$ cat src/rtl/dlc_defines.svh
// Constants of the dual laser channel mode control block.
// Assumes the 50 MHz system clock.
`ifndef DLC_DEFINES_SVH
`define DLC_DEFINES_SVH

// ****************************************************************
// Register offsets (register index)
// ****************************************************************
`define DLC_ADDR_CH1_CTRL 8'h10
`define DLC_ADDR_CH2_CTRL 8'h15
`define DLC_ADDR_ADC_SEL 8'h1a
`define DLC_ADDR_MODE 8'h1b

// ****************************************************************
// Field positions
// ****************************************************************
`define DLC_BIT_LOOP_SEL 0
`define DLC_BIT_RES_BYPASS 2
`define DLC_BIT_CH_BLOCK 3
`define DLC_ADC_SRC_HI 7
`define DLC_ADC_SRC_LO 5
`define DLC_BIT_CH1_CURRENT_MEASURE_SEL 1
`define DLC_BIT_FNS1 2
`define DLC_BIT_CH2_CURRENT_MEASURE_SEL 5
`define DLC_BIT_FNS2 6

// ****************************************************************
// Reset values and mode register codes
// ****************************************************************
`define DLC_RST_CH_CTRL 8'h08
`define DLC_RST_ADC_SEL 8'h00
`define DLC_MODE_CONFIG 2'h2
`define DLC_MODE_OPER 2'h0

// ****************************************************************
// Timing
// ****************************************************************
`define DLC_CLK_HZ 50000000
`define DLC_CFG_TIMEOUT_MS 40
`define DLC_CFG_TIMEOUT_CYC ((`DLC_CLK_HZ / 1000) * `DLC_CFG_TIMEOUT_MS)

`endif

$ cat src/rtl/dlc_pkg.sv
// Types of the dual laser channel mode control block.
// Assumes nothing beyond the defines header.
package dlc_pkg;

	typedef enum logic [2:0] {
		DLC_ADC_OFF  = 3'h0,
		DLC_ADC_MON  = 3'h4,
		DLC_ADC_SUP  = 3'h5,
		DLC_ADC_LSUP = 3'h6,
		DLC_ADC_LOUT = 3'h7
	} dlc_adc_code_t;

	// Routed analog source, one-hot for the analog mux
	typedef enum logic [6:0] {
		DLC_SRC_NONE = 7'h01,
		DLC_SRC_SENS = 7'h02,
		DLC_SRC_MONP = 7'h04,
		DLC_SRC_ISNS = 7'h08,
		DLC_SRC_SUPP = 7'h10,
		DLC_SRC_LSUP = 7'h20,
		DLC_SRC_LOUT = 7'h40
	} dlc_src_t;

	typedef enum logic [1:0] {
		DLC_ST_OPER = 2'h1,
		DLC_ST_CFG  = 2'h2
	} dlc_state_t;

endpackage : dlc_pkg

$ cat src/rtl/dlc_chan.sv
// One laser channel: enable gating with latched shutdown, ADC mux.
// Assumes synchronised pins and fault levels from the parent.
`timescale 1ns/1ns
`include "dlc_defines.svh"

module dlc_chan
	import dlc_pkg::*;
(
	input  wire logic       clk,
	input  wire logic       srst,
	input  wire logic       enable_pin,
	input  wire logic       block_bit,
	input  wire logic       host_mode,
	input  wire logic       cfg_fault,
	input  wire logic       supply_down,
	input  wire logic       trip,
	input  wire logic       timeout,
	input  wire logic [2:0] adc_src,
	input  wire logic       cmes,
	input  wire logic       fns,
	output logic            chan_on,
	output dlc_src_t        adc_route
);

	logic tripped_q;
	logic tripped_d;
	logic en_prev_q;
	logic en_prev_d;

	// Trip latch released only by a low enable pin
	always_comb begin
		en_prev_d = enable_pin;
		tripped_d = tripped_q;
		if (!enable_pin)
			tripped_d = 1'b0;
		if (trip)
			tripped_d = 1'b1;
	end

	always_ff @(posedge clk) begin
		if (srst) begin
			tripped_q <= 1'b0;
			en_prev_q <= 1'b0;
		end else begin
			tripped_q <= tripped_d;
			en_prev_q <= en_prev_d;
		end
	end

	// Source mux; code 100 refined by the two select bits
	always_comb begin
		unique case (adc_src)
			3'h4: begin
				if (cmes)
					adc_route = DLC_SRC_ISNS;
				else if (fns)
					adc_route = DLC_SRC_MONP;
				else
					adc_route = DLC_SRC_SENS;
			end
			3'h5: adc_route = DLC_SRC_SUPP;
			3'h6: adc_route = DLC_SRC_LSUP;
			3'h7: adc_route = DLC_SRC_LOUT;
			default: adc_route = DLC_SRC_NONE;
		endcase
	end

	// Output gating; every shutdown wins over the pin
	assign chan_on = enable_pin & en_prev_q & ~tripped_q & ~trip
		& ~cfg_fault & ~supply_down & ~timeout
		& ~(host_mode & block_bit);

endmodule // dlc_chan

$ cat src/rtl/dlc_mode_ctrl.sv
// Mode, channel enable and measurement select control, two channels.
// Assumes a register port from the serial interface decoder on clk,
// and asynchronous pins and analog comparator flags.
//
// What this block does
// Mode pin low gives standalone mode, no serial configuration.
// Standalone reference: supply minus 0.125 V or 0.250 V per pin.
// Standalone: both channels power loop, internal resistor off.
// Standalone: overcurrent threshold maximum; overcurrent stops own channel.
// System holds standby release pin high to leave standby.
// Channel on when its enable pin is high and no shutdown.
// Floating mode or interface pin blocks both channels.
// Supply power-down forces both channels off.
// Overcurrent or overtemperature latches off until enable pin cycles.
// Mode pin high gives microcontroller mode with serial configuration.
// Configuration writes shadow; switch to operation applies it.
// Configuration mode longer than 40 ms turns both channels off.
// Host mode: channel needs pin high and block bit zero.
// ADC source: 0xx off, 101 supply, 110 laser supply, 111 output.
// Code 100: current sensor when current bit set, else force/sense.
// Force/sense bits at 2 and 6 of shared register.
// Current-measure bits at 1 and 5 of shared register.
// Control bit 0: zero power loop, one current loop.
// Bypass bit 2 one removes internal monitor resistor.
// Host mode: interface pin high I2C, low SPI.
// Standby keeps all configuration contents.
// Configuration timer restarts on entry, stops in operation mode.
`timescale 1ns/1ns
`include "dlc_defines.svh"

module dlc_mode_ctrl
	import dlc_pkg::*;
#(
	parameter int unsigned CFG_TIMEOUT_CYC = `DLC_CFG_TIMEOUT_CYC
) (
	input  wire logic       clk,
	input  wire logic       srst,
	input  wire logic       host_mode_pin,
	input  wire logic       host_mode_pin_open_fault,
	input  wire logic       iface_ref_select_pin,
	input  wire logic       iface_pin_open_fault,
	input  wire logic       standby_release_pin,
	input  wire logic       channel1_enable_pin,
	input  wire logic       channel2_enable_pin,
	input  wire logic       main_supply_down_fault,
	input  wire logic       core_supply_down_fault,
	input  wire logic [1:0] overcurrent_fault,
	input  wire logic       overtemp_fault,
	input  wire logic       reg_wr,
	input  wire logic       reg_rd,
	input  wire logic [7:0] reg_addr,
	input  wire logic [7:0] reg_wdata,
	output logic [7:0]      reg_rdata,
	output logic            reg_ack,
	output logic            active_n,
	output logic            host_mode,
	output logic            i2c_select,
	output logic            ref_high_drop,
	output logic            ocp_max,
	output logic [1:0]      loop_current,
	output logic [1:0]      monitor_res_on,
	output logic [1:0]      channel_on,
	output dlc_src_t        adc_route1,
	output dlc_src_t        adc_route2,
	output logic            fault_indicator_pin
);

	// ****************************************************************
	// Pin synchronisers
	// ****************************************************************
	// Sync flops reset low, so pins read inactive for two cycles
	localparam int NSYNC = 11;
	logic [NSYNC-1:0] pin_meta_q;
	logic [NSYNC-1:0] pin_sync_q;
	logic [NSYNC-1:0] pin_raw;

	// Overtemperature is folded into both trip lines here, so each
	// channel sees one trip input and latches it the same way
	assign pin_raw = {host_mode_pin, host_mode_pin_open_fault,
		iface_ref_select_pin, iface_pin_open_fault, standby_release_pin,
		channel1_enable_pin, channel2_enable_pin, main_supply_down_fault,
		core_supply_down_fault, overcurrent_fault[0] | overtemp_fault,
		overcurrent_fault[1] | overtemp_fault};

	// Two flops; only the second stage is used downstream
	always_ff @(posedge clk) begin
		if (srst) begin
			pin_meta_q <= '0;
			pin_sync_q <= '0;
		end else begin
			pin_meta_q <= pin_raw;
			pin_sync_q <= pin_meta_q;
		end
	end

	logic s_mode;
	logic s_mode_open;
	logic s_iref;
	logic s_iref_open;
	logic s_awake;
	logic s_en1;
	logic s_en2;
	logic s_vb_down;
	logic s_vdd_down;
	logic s_trip1;
	logic s_trip2;

	// Synchronised levels, in the order of pin_raw
	assign {s_mode, s_mode_open, s_iref, s_iref_open, s_awake, s_en1,
		s_en2, s_vb_down, s_vdd_down, s_trip1, s_trip2} = pin_sync_q;

	// ****************************************************************
	// Shadow and active configuration
	// ****************************************************************
	// Standby gates the channel outputs and refuses register access; no register reloads on wake
	logic [7:0] sh_ch1_q;
	logic [7:0] sh_ch2_q;
	logic [7:0] sh_adc_q;
	logic [7:0] act_ch1_q;
	logic [7:0] act_ch2_q;
	logic [7:0] act_adc_q;
	logic [7:0] sh_ch1_d;
	logic [7:0] sh_ch2_d;
	logic [7:0] sh_adc_d;
	logic [7:0] act_ch1_d;
	logic [7:0] act_ch2_d;
	logic [7:0] act_adc_d;
	dlc_state_t state_q;
	dlc_state_t state_d;

	// Address match, shared by write decode and readback
	function automatic logic hit(input logic [7:0] a, input logic [7:0] o);
		hit = (a == o);
	endfunction

	// Decoded write strobes, mode register included
	logic wr_ok;
	logic go_oper;
	logic go_cfg;

	// Serial access exists only in host mode
	assign wr_ok = reg_wr & s_mode & s_awake;
	assign go_oper = wr_ok & hit(reg_addr, `DLC_ADDR_MODE)
		& (reg_wdata[1:0] == `DLC_MODE_OPER);
	assign go_cfg = wr_ok & hit(reg_addr, `DLC_ADDR_MODE)
		& (reg_wdata[1:0] == `DLC_MODE_CONFIG);

	// Writes land in shadow; operation switch copies it across
	always_comb begin
		sh_ch1_d = sh_ch1_q;
		sh_ch2_d = sh_ch2_q;
		sh_adc_d = sh_adc_q;
		act_ch1_d = act_ch1_q;
		act_ch2_d = act_ch2_q;
		act_adc_d = act_adc_q;
		state_d = state_q;
		if (wr_ok && hit(reg_addr, `DLC_ADDR_CH1_CTRL))
			sh_ch1_d = reg_wdata;
		if (wr_ok && hit(reg_addr, `DLC_ADDR_CH2_CTRL))
			sh_ch2_d = reg_wdata;
		if (wr_ok && hit(reg_addr, `DLC_ADDR_ADC_SEL))
			sh_adc_d = reg_wdata;
		unique case (state_q)
			DLC_ST_CFG: begin
				if (go_oper) begin
					state_d = DLC_ST_OPER;
					act_ch1_d = sh_ch1_q;
					act_ch2_d = sh_ch2_q;
					act_adc_d = sh_adc_q;
				end
			end
			DLC_ST_OPER: begin
				if (go_cfg)
					state_d = DLC_ST_CFG;
			end
			default: state_d = DLC_ST_CFG;
		endcase
	end

	// Only srst reloads these; standby never touches them
	always_ff @(posedge clk) begin
		if (srst) begin
			sh_ch1_q <= `DLC_RST_CH_CTRL;
			sh_ch2_q <= `DLC_RST_CH_CTRL;
			sh_adc_q <= `DLC_RST_ADC_SEL;
			act_ch1_q <= `DLC_RST_CH_CTRL;
			act_ch2_q <= `DLC_RST_CH_CTRL;
			act_adc_q <= `DLC_RST_ADC_SEL;
			state_q <= DLC_ST_CFG;
		end else begin
			sh_ch1_q <= sh_ch1_d;
			sh_ch2_q <= sh_ch2_d;
			sh_adc_q <= sh_adc_d;
			act_ch1_q <= act_ch1_d;
			act_ch2_q <= act_ch2_d;
			act_adc_q <= act_adc_d;
			state_q <= state_d;
		end
	end

	// ****************************************************************
	// Configuration timeout
	// ****************************************************************
	// 32 bits hold the full 40 ms count at 50 MHz
	logic [31:0] cfg_cnt_q;
	logic [31:0] cfg_cnt_d;
	logic        tmo_q;
	logic        tmo_d;

	// Counter cleared on entry and kept at zero in operation mode
	always_comb begin
		cfg_cnt_d = cfg_cnt_q;
		tmo_d = tmo_q;
		if (!s_mode || state_q != DLC_ST_CFG || go_cfg) begin
			cfg_cnt_d = '0;
			// Standalone has no configuration window, so no stale flag
			if (!s_mode || (state_q == DLC_ST_OPER && !go_cfg))
				tmo_d = 1'b0;
		end else if (cfg_cnt_q >= CFG_TIMEOUT_CYC - 1) begin
			tmo_d = 1'b1;
		end else begin
			cfg_cnt_d = cfg_cnt_q + 32'h1;
		end
	end

	// Timeout stays until operation mode is entered
	// or the mode pin selects standalone
	always_ff @(posedge clk) begin
		if (srst) begin
			cfg_cnt_q <= '0;
			tmo_q <= 1'b0;
		end else begin
			cfg_cnt_q <= cfg_cnt_d;
			tmo_q <= tmo_d;
		end
	end

	// ****************************************************************
	// Register read port
	// ****************************************************************
	// Read data is registered and held until the next accepted read
	logic [7:0] rdata_d;
	logic [7:0] rdata_q;
	logic       ack_q;

	// Readback shows the shadow, i.e. what software wrote
	// Mode reads: bit 1 in configuration, bit 2 timed out
	always_comb begin
		rdata_d = 8'h00;
		if (hit(reg_addr, `DLC_ADDR_CH1_CTRL))
			rdata_d = sh_ch1_q;
		else if (hit(reg_addr, `DLC_ADDR_CH2_CTRL))
			rdata_d = sh_ch2_q;
		else if (hit(reg_addr, `DLC_ADDR_ADC_SEL))
			rdata_d = sh_adc_q;
		else if (hit(reg_addr, `DLC_ADDR_MODE))
			rdata_d = {5'h00, tmo_q, state_q == DLC_ST_CFG, 1'b0};
	end

	// Ack only for accepted requests; a refused one stays silent,
	// so the host sees standby or standalone as a missing ack
	always_ff @(posedge clk) begin
		if (srst) begin
			rdata_q <= 8'h00;
			ack_q <= 1'b0;
		end else begin
			ack_q <= (reg_rd | reg_wr) & s_mode & s_awake;
			if (reg_rd && s_mode && s_awake)
				rdata_q <= rdata_d;
		end
	end

	assign reg_rdata = rdata_q;
	assign reg_ack = ack_q;

	// ****************************************************************
	// Mode outputs
	// ****************************************************************
	logic cfg_open;
	logic supply_dn;
	logic [1:0] blk;

	// Shutdown levels shared by both channels; standby counts as
	// supply loss since the drivers are unpowered then
	assign cfg_open = s_mode_open | s_iref_open;
	assign supply_dn = s_vb_down | s_vdd_down | ~s_awake;
	assign host_mode = s_mode;
	assign active_n = ~s_awake;
	assign i2c_select = s_mode & s_iref;
	assign ref_high_drop = ~s_mode & s_iref;
	assign ocp_max = ~s_mode;
	// Standalone forces power loop and external resistor
	assign loop_current = s_mode ? {act_ch2_q[`DLC_BIT_LOOP_SEL],
		act_ch1_q[`DLC_BIT_LOOP_SEL]} : 2'h0;
	assign monitor_res_on = s_mode ? ~{act_ch2_q[`DLC_BIT_RES_BYPASS],
		act_ch1_q[`DLC_BIT_RES_BYPASS]} : 2'h0;
	// Block bits only count in host mode; gated inside the channel
	assign blk = {act_ch2_q[`DLC_BIT_CH_BLOCK], act_ch1_q[`DLC_BIT_CH_BLOCK]};
	// Open-drain style fault flag, driven low on any fault
	assign fault_indicator_pin = ~(cfg_open | supply_dn | s_trip1
		| s_trip2 | tmo_q);

	// ****************************************************************
	// Channels
	// ****************************************************************
	// Channel 1; ADC source forced off in standalone mode
	dlc_chan u_ch1 (
		.clk         (clk),
		.srst        (srst),
		.enable_pin  (s_en1),
		.block_bit   (blk[0]),
		.host_mode   (s_mode),
		.cfg_fault   (cfg_open),
		.supply_down (supply_dn),
		.trip        (s_trip1),
		.timeout     (tmo_q),
		.adc_src     (s_mode ? act_ch1_q[`DLC_ADC_SRC_HI:`DLC_ADC_SRC_LO]
			: 3'h0),
		.cmes        (act_adc_q[`DLC_BIT_CH1_CURRENT_MEASURE_SEL]),
		.fns         (act_adc_q[`DLC_BIT_FNS1]),
		.chan_on     (channel_on[0]),
		.adc_route   (adc_route1)
	);

	// Channel 2; same gating, its own trip and enable
	dlc_chan u_ch2 (
		.clk         (clk),
		.srst        (srst),
		.enable_pin  (s_en2),
		.block_bit   (blk[1]),
		.host_mode   (s_mode),
		.cfg_fault   (cfg_open),
		.supply_down (supply_dn),
		.trip        (s_trip2),
		.timeout     (tmo_q),
		.adc_src     (s_mode ? act_ch2_q[`DLC_ADC_SRC_HI:`DLC_ADC_SRC_LO]
			: 3'h0),
		.cmes        (act_adc_q[`DLC_BIT_CH2_CURRENT_MEASURE_SEL]),
		.fns         (act_adc_q[`DLC_BIT_FNS2]),
		.chan_on     (channel_on[1]),
		.adc_route   (adc_route2)
	);

endmodule // dlc_mode_ctrl

$ cat config.mk
export PLATFORM = sky130hd
export DESIGN_NAME = dlc_mode_ctrl
export DESIGN_NICKNAME = d
export VERILOG_FILES = /design/src/rtl/dlc_pkg.sv /design/src/rtl/dlc_chan.sv /design/src/rtl/dlc_mode_ctrl.sv
export VERILOG_INCLUDE_DIRS = /design/src /design/src/rtl
export SDC_FILE = /design/constraint.sdc
export NUM_CORES = 1
export LEC_CHECK = 0
export BUFFER_PORTS_ARGS = -buffer_cell sky130_fd_sc_hd__buf_2
export CORE_ASPECT_RATIO = 2
export CORE_UTILIZATION = 35
export DETAILED_ROUTE_END_ITERATION = 8
export PLACE_DENSITY_LB_ADDON = 0.1
export SETUP_SLACK_MARGIN = 0.15
export SLEW_MARGIN = 30
export SYNTH_ARGS = -nofsm -noshare
export SYNTH_HDL_FRONTEND = slang
export SYNTH_SLANG_ARGS = --single-unit
$ cat constraint.sdc
create_clock -name clk -period 2.35 [get_ports clk]
set_clock_uncertainty 0.05 [all_clocks]
set_input_delay 0.47 -clock clk [delete_from_list [all_inputs] [get_ports clk]]
set_output_delay 0.47 -clock clk [all_outputs]
set_load 0.01 [all_outputs]
==> impl_metrics.xml <==
<?xml version="1.0" encoding="UTF-8"?>
<metrics>
  <group name="drt">
    <metric name="drc" unit="">0</metric>
    <metric name="vias_per_cell" unit="">5.23</metric>
    <metric name="routed_wire_length_per_instance" unit="µm">15.3</metric>
    <metric name="drtPass1Iterations" unit="">4</metric>
    <metric name="drtAntennaViolNets" unit="">0</metric>
    <metric name="routed_wl" unit="µm">11300</metric>
    <metric name="num_vias" unit="">3871</metric>
    <metric name="dr.first_iter.drc_count" unit="">114</metric>
  </group>
  <group name="global_route">
    <metric name="track_usage" unit="%">18.4</metric>
    <metric name="antenna_found_initial" unit="">0</metric>
    <metric name="grt_max_degree" unit="">79</metric>
    <metric name="gr-total-overflow" unit="">0</metric>
    <metric name="grt_pass1_wl" unit="µm">18500</metric>
    <metric name="grt_pass1_vias" unit="">3855</metric>
  </group>
  <group name="placed_design">
    <metric name="place_ws" unit="ns">0.103</metric>
    <metric name="placedInstanceArea" unit="µm²">5190</metric>
    <metric name="dp_hpwl" unit="µm">8300</metric>
    <metric name="buffer_ports.inserted" unit="">66</metric>
    <metric name="gp_congestion" unit="">0.872</metric>
    <metric name="dp_cells" unit="">723</metric>
  </group>
  <group name="clock_network">
    <metric name="clock_tree_from_tritoncts" unit="">done</metric>
    <metric name="clk_root_buffer_cell" unit="">sky130_fd_sc_hd__clkbuf_16</metric>
    <metric name="clock-sinks" unit="">110</metric>
    <metric name="ctsLongestPathBuffers" unit="">2</metric>
    <metric name="clk_latency" unit="ns">0.35</metric>
    <metric name="clock_tree.htree_level_count" unit="">3</metric>
    <metric name="number_of_buffers_created_by_cts" unit="">9</metric>
    <metric name="path_clk_slew" unit="ns">0.08</metric>
  </group>
  <group name="floorplan">
    <metric name="die_h" unit="µm">162</metric>
    <metric name="boundaryPins" unit="">67</metric>
    <metric name="die-area" unit="µm²">13200</metric>
    <metric name="die_span_x" unit="µm">81.8</metric>
    <metric name="start_util" unit="%">35.7</metric>
    <metric name="design.core.area" unit="µm²">12500</metric>
    <metric name="site_row_count" unit="">58</metric>
  </group>
  <group name="pwr">
    <metric name="power.total" unit="mW">3.51</metric>
    <metric name="power_density" unit="nW/µm²">631</metric>
    <metric name="peakVddDrop" unit="V">0.000370</metric>
    <metric name="p_leak" unit="nW">2.25</metric>
  </group>
  <group name="synth">
    <metric name="avgSynthCellArea" unit="µm²">9.03</metric>
    <metric name="synth_common_cells" unit="">sky130_fd_sc_hd__dfxtp_1, sky130_fd_sc_hd__nand2_1, sky130_fd_sc_hd__nor2_1, sky130_fd_sc_hd__nor2b_1, sky130_fd_sc_hd__a21oi_1</metric>
    <metric name="dominantRegCellSynth" unit="">sky130_fd_sc_hd__dfxtp_1</metric>
    <metric name="synthesis.nets" unit="">527</metric>
    <metric name="yosysSeqAreaShare" unit="%">49.4</metric>
    <metric name="yosysUniqueCellTypes" unit="">51</metric>
    <metric name="post-synth-top-area-cell" unit="">sky130_fd_sc_hd__dfxtp_1</metric>
    <metric name="synth-edff-count" unit="">0</metric>
    <metric name="synth_area_leaders" unit="">sky130_fd_sc_hd__dfxtp_1, sky130_fd_sc_hd__nand2_1, sky130_fd_sc_hd__mux2i_1, sky130_fd_sc_hd__nor2_1, sky130_fd_sc_hd__nor2b_1</metric>
    <metric name="area_share_of_the_leading_cell_type_in_the_synthesized_netlist" unit="%">49.4</metric>
    <metric name="yosys.cell_count.top_type" unit="">sky130_fd_sc_hd__dfxtp_1</metric>
    <metric name="syn-cell-area" unit="µm²">4460</metric>
    <metric name="flip_flop_and_latch_count_after_synthesis" unit="">110</metric>
    <metric name="yosys_warnings" unit="">0</metric>
    <metric name="share_of_synthesized_registers_carrying_an_async_set_or_reset" unit="%">0</metric>
    <metric name="post_synthesis_cell_count" unit="">494</metric>
  </group>
  <group name="cells_and_area">
    <metric name="final_standard_cell_count_with_taps_included_and_fillers_excluded" unit="">740</metric>
    <metric name="layout.core_utilization" unit="%">44.5</metric>
    <metric name="finalNetCount" unit="">619</metric>
    <metric name="drive_gt1_share" unit="%">23.9</metric>
    <metric name="fin_area" unit="µm²">5560</metric>
    <metric name="num_antenna_cells" unit="">0</metric>
    <metric name="flow.area_growth_from_synthesis" unit="%">24.6</metric>
  </group>
  <group name="setup_path">
    <metric name="cell_with_the_biggest_individual_delay_on_the_critical_path" unit="">sky130_fd_sc_hd__or4_1</metric>
    <metric name="r2r_slack" unit="ns">0.25</metric>
    <metric name="critPathRequiredTime" unit="ns">1.83</metric>
    <metric name="crit_path_cell_trace" unit="">or4_1 -&gt; or3_4 -&gt; a211oi_2 -&gt; buf_2</metric>
    <metric name="critical_path.reg2reg.endpoint" unit="">cfg_cnt_q[13]</metric>
    <metric name="depth_of_the_worst_register_to_register_path" unit="">6</metric>
    <metric name="worst_ep_arrival_time" unit="ns">1.85</metric>
    <metric name="critical_path.max_fanout" unit="">3</metric>
    <metric name="critical_path.reg2reg.startpoint" unit="">cfg_cnt_q[11]</metric>
    <metric name="timing.critical_path.from_type" unit="">register</metric>
    <metric name="timing.critical_path.slowest_cell_delay" unit="ns">0.51</metric>
    <metric name="critPathCaptureType" unit="">output port</metric>
    <metric name="timing.setup.critical_path_class" unit="">register to output port</metric>
    <metric name="cpLargestDelayFamily" unit="">simple AND/OR/NAND/NOR gates</metric>
    <metric name="worst-path-buf-inv" unit="">1</metric>
  </group>
  <group name="min_path">
    <metric name="min_path_cells" unit="">3</metric>
    <metric name="worst_hold_endpoint" unit="">pin_meta_q[1]</metric>
    <metric name="timing.hold.worst.class" unit="">input pin to register</metric>
    <metric name="hold_start" unit="">overcurrent_fault[0]</metric>
  </group>
  <group name="sta">
    <metric name="worst_max_slew_pin_slew" unit="ns">0.755</metric>
    <metric name="whs" unit="ns">0.269</metric>
    <metric name="postLayoutSetupSlackWorst" unit="ns">-0.0178</metric>
    <metric name="setup_viol" unit="">2</metric>
    <metric name="fmaxAchievable" unit="MHz">422</metric>
    <metric name="fin_setup_tns" unit="ns">-0.0201</metric>
    <metric name="final-hold-violation-count" unit="">0</metric>
    <metric name="final.period_utilization" unit="%">101</metric>
    <metric name="slew_headroom" unit="%">49.7</metric>
    <metric name="unrepaired_setup_endpoints_after_global_routing" unit="">true</metric>
    <metric name="finalWorstPathRequiredPeriod" unit="ns">2.37</metric>
    <metric name="slew_viol_final" unit="">0</metric>
  </group>
  <group name="run_status">
    <metric name="status" unit="">finished with violations</metric>
    <metric name="failed_checks" unit="">negative setup slack</metric>
  </group>
  <group name="run">
    <metric name="max-cap-violations" unit="">0</metric>
  </group>
</metrics>
-- worst reg2reg max path: cells and delay by family, from the launching register on --
kind	cells	cell delay [ns]
buffers and inverters	1	0.15
flip-flops	1	0.36
AO/OA/AOI/OAI	2	0.38
AND/OR/NAND/NOR	3	1.10
-- report_power, final --
group | internal [mW] | leakage (nW) | switching (mW)
sequential | 1.88 | 0.892 | 0.00776
combinational | 0.0529 | 1.22 | 0.0725
clock | 0.746 | 0.142 | 0.743
total | 2.68 | 2.25 | 0.823
-- state kept, by name, indices dropped and copies added (netlist names) --
register / count
tmo_q: 1
u_ch1.en_prev_q: 1
pin_meta_q: 11
sh_ch1_q: 8
state_q: 2
u_ch1.tripped_q: 1
act_adc_q: 4
reg_ack: 1
u_ch2.en_prev_q: 1
sh_adc_q: 8
pin_sync_q: 11
reg_rdata: 8
act_ch2_q: 6
act_ch1_q: 6
u_ch2.tripped_q: 1
sh_ch2_q: 8
cfg_cnt_q: 32
-- layer usage --
metal  vias up  track usage [%]  share of wire (%)
met5         -                0                  0
met4         0             8.69                2.4
met3        18             3.50                2.6
met2        71             33.2                 54
met1      1842             19.8                 41
li1       1940                -                  -
-- worst max-delay path by stage --
| stage | start | endpoint | cells after the start |
|---|---|---|---|
| after CTS | pin_sync_q[7] | channel_on[1] | 4 |
| after floorplan | reg_addr[5] | sh_adc_q[0] | 6 |
| final | pin_sync_q[7] | channel_on[0] | 4 |
| after detailed placement | cfg_cnt_q[11] | cfg_cnt_q[13] | 6 |
| after global routing | pin_sync_q[7] | channel_on[0] | 4 |
| after global placement | cfg_cnt_q[0] | cfg_cnt_q[0] | 7 |
-- final cells by class --
cell class,count,area (µm²)
clock buffers,9,225
clock inverters,6,67.6
fillers,1259,6920
inverters,4,15.0
multi-input cells,351,2180
flip-flops and latches,110,2200
well taps,150,188
repair buffers,110,681
-- cells in the final DEF (no fill, tap or decap), types with 4 or more instances in the layout --
master	Yosys	routed
sky130_fd_sc_hd__nor3_1	11	11
sky130_fd_sc_hd__o211ai_1	8	8
sky130_fd_sc_hd__mux2i_1	20	20
sky130_fd_sc_hd__buf_2	7	66
sky130_fd_sc_hd__nand4_1	10	10
sky130_fd_sc_hd__a21oi_1	28	28
sky130_fd_sc_hd__or4_1	13	10
sky130_fd_sc_hd__inv_1	4	4
sky130_fd_sc_hd__nand2_1	57	56
sky130_fd_sc_hd__nor2b_1	29	29
sky130_fd_sc_hd__a22o_1	6	6
sky130_fd_sc_hd__clkbuf_16	0	9
sky130_fd_sc_hd__nor2_1	50	47
sky130_fd_sc_hd__nand3_1	15	15
sky130_fd_sc_hd__dfxtp_1	110	109
sky130_fd_sc_hd__buf_4	2	41
sky130_fd_sc_hd__o21ai_0	4	4
sky130_fd_sc_hd__and2_1	18	18
sky130_fd_sc_hd__or3_1	6	5
sky130_fd_sc_hd__and3_1	8	8
sky130_fd_sc_hd__nor3b_1	5	5
sky130_fd_sc_hd__nor4_1	8	7
sky130_fd_sc_hd__o21a_1	4	4
sky130_fd_sc_hd__a221oi_1	6	6
sky130_fd_sc_hd__nand3b_1	6	6
sky130_fd_sc_hd__and4_1	5	5
-- what timing repair did --
item                                    CTS  global route
hold buffers                              0             0
setup buffers                             1             1
pin swaps                                 4             1
endpoints found under the setup margin   13             7
gates resized for setup                   7             8
-- logic make-up after synthesis --
group	Yosys count	synth area share [%]
simple gates	252	30.4
xor+xnor	3	0.589
compound gates	75	11.7
flops	110	49.4
fa+ha+maj	1	0.281
mux	20	4.49
buf+inv	33	3.17
No activity file was read; power rests on OpenSTA's default activity.
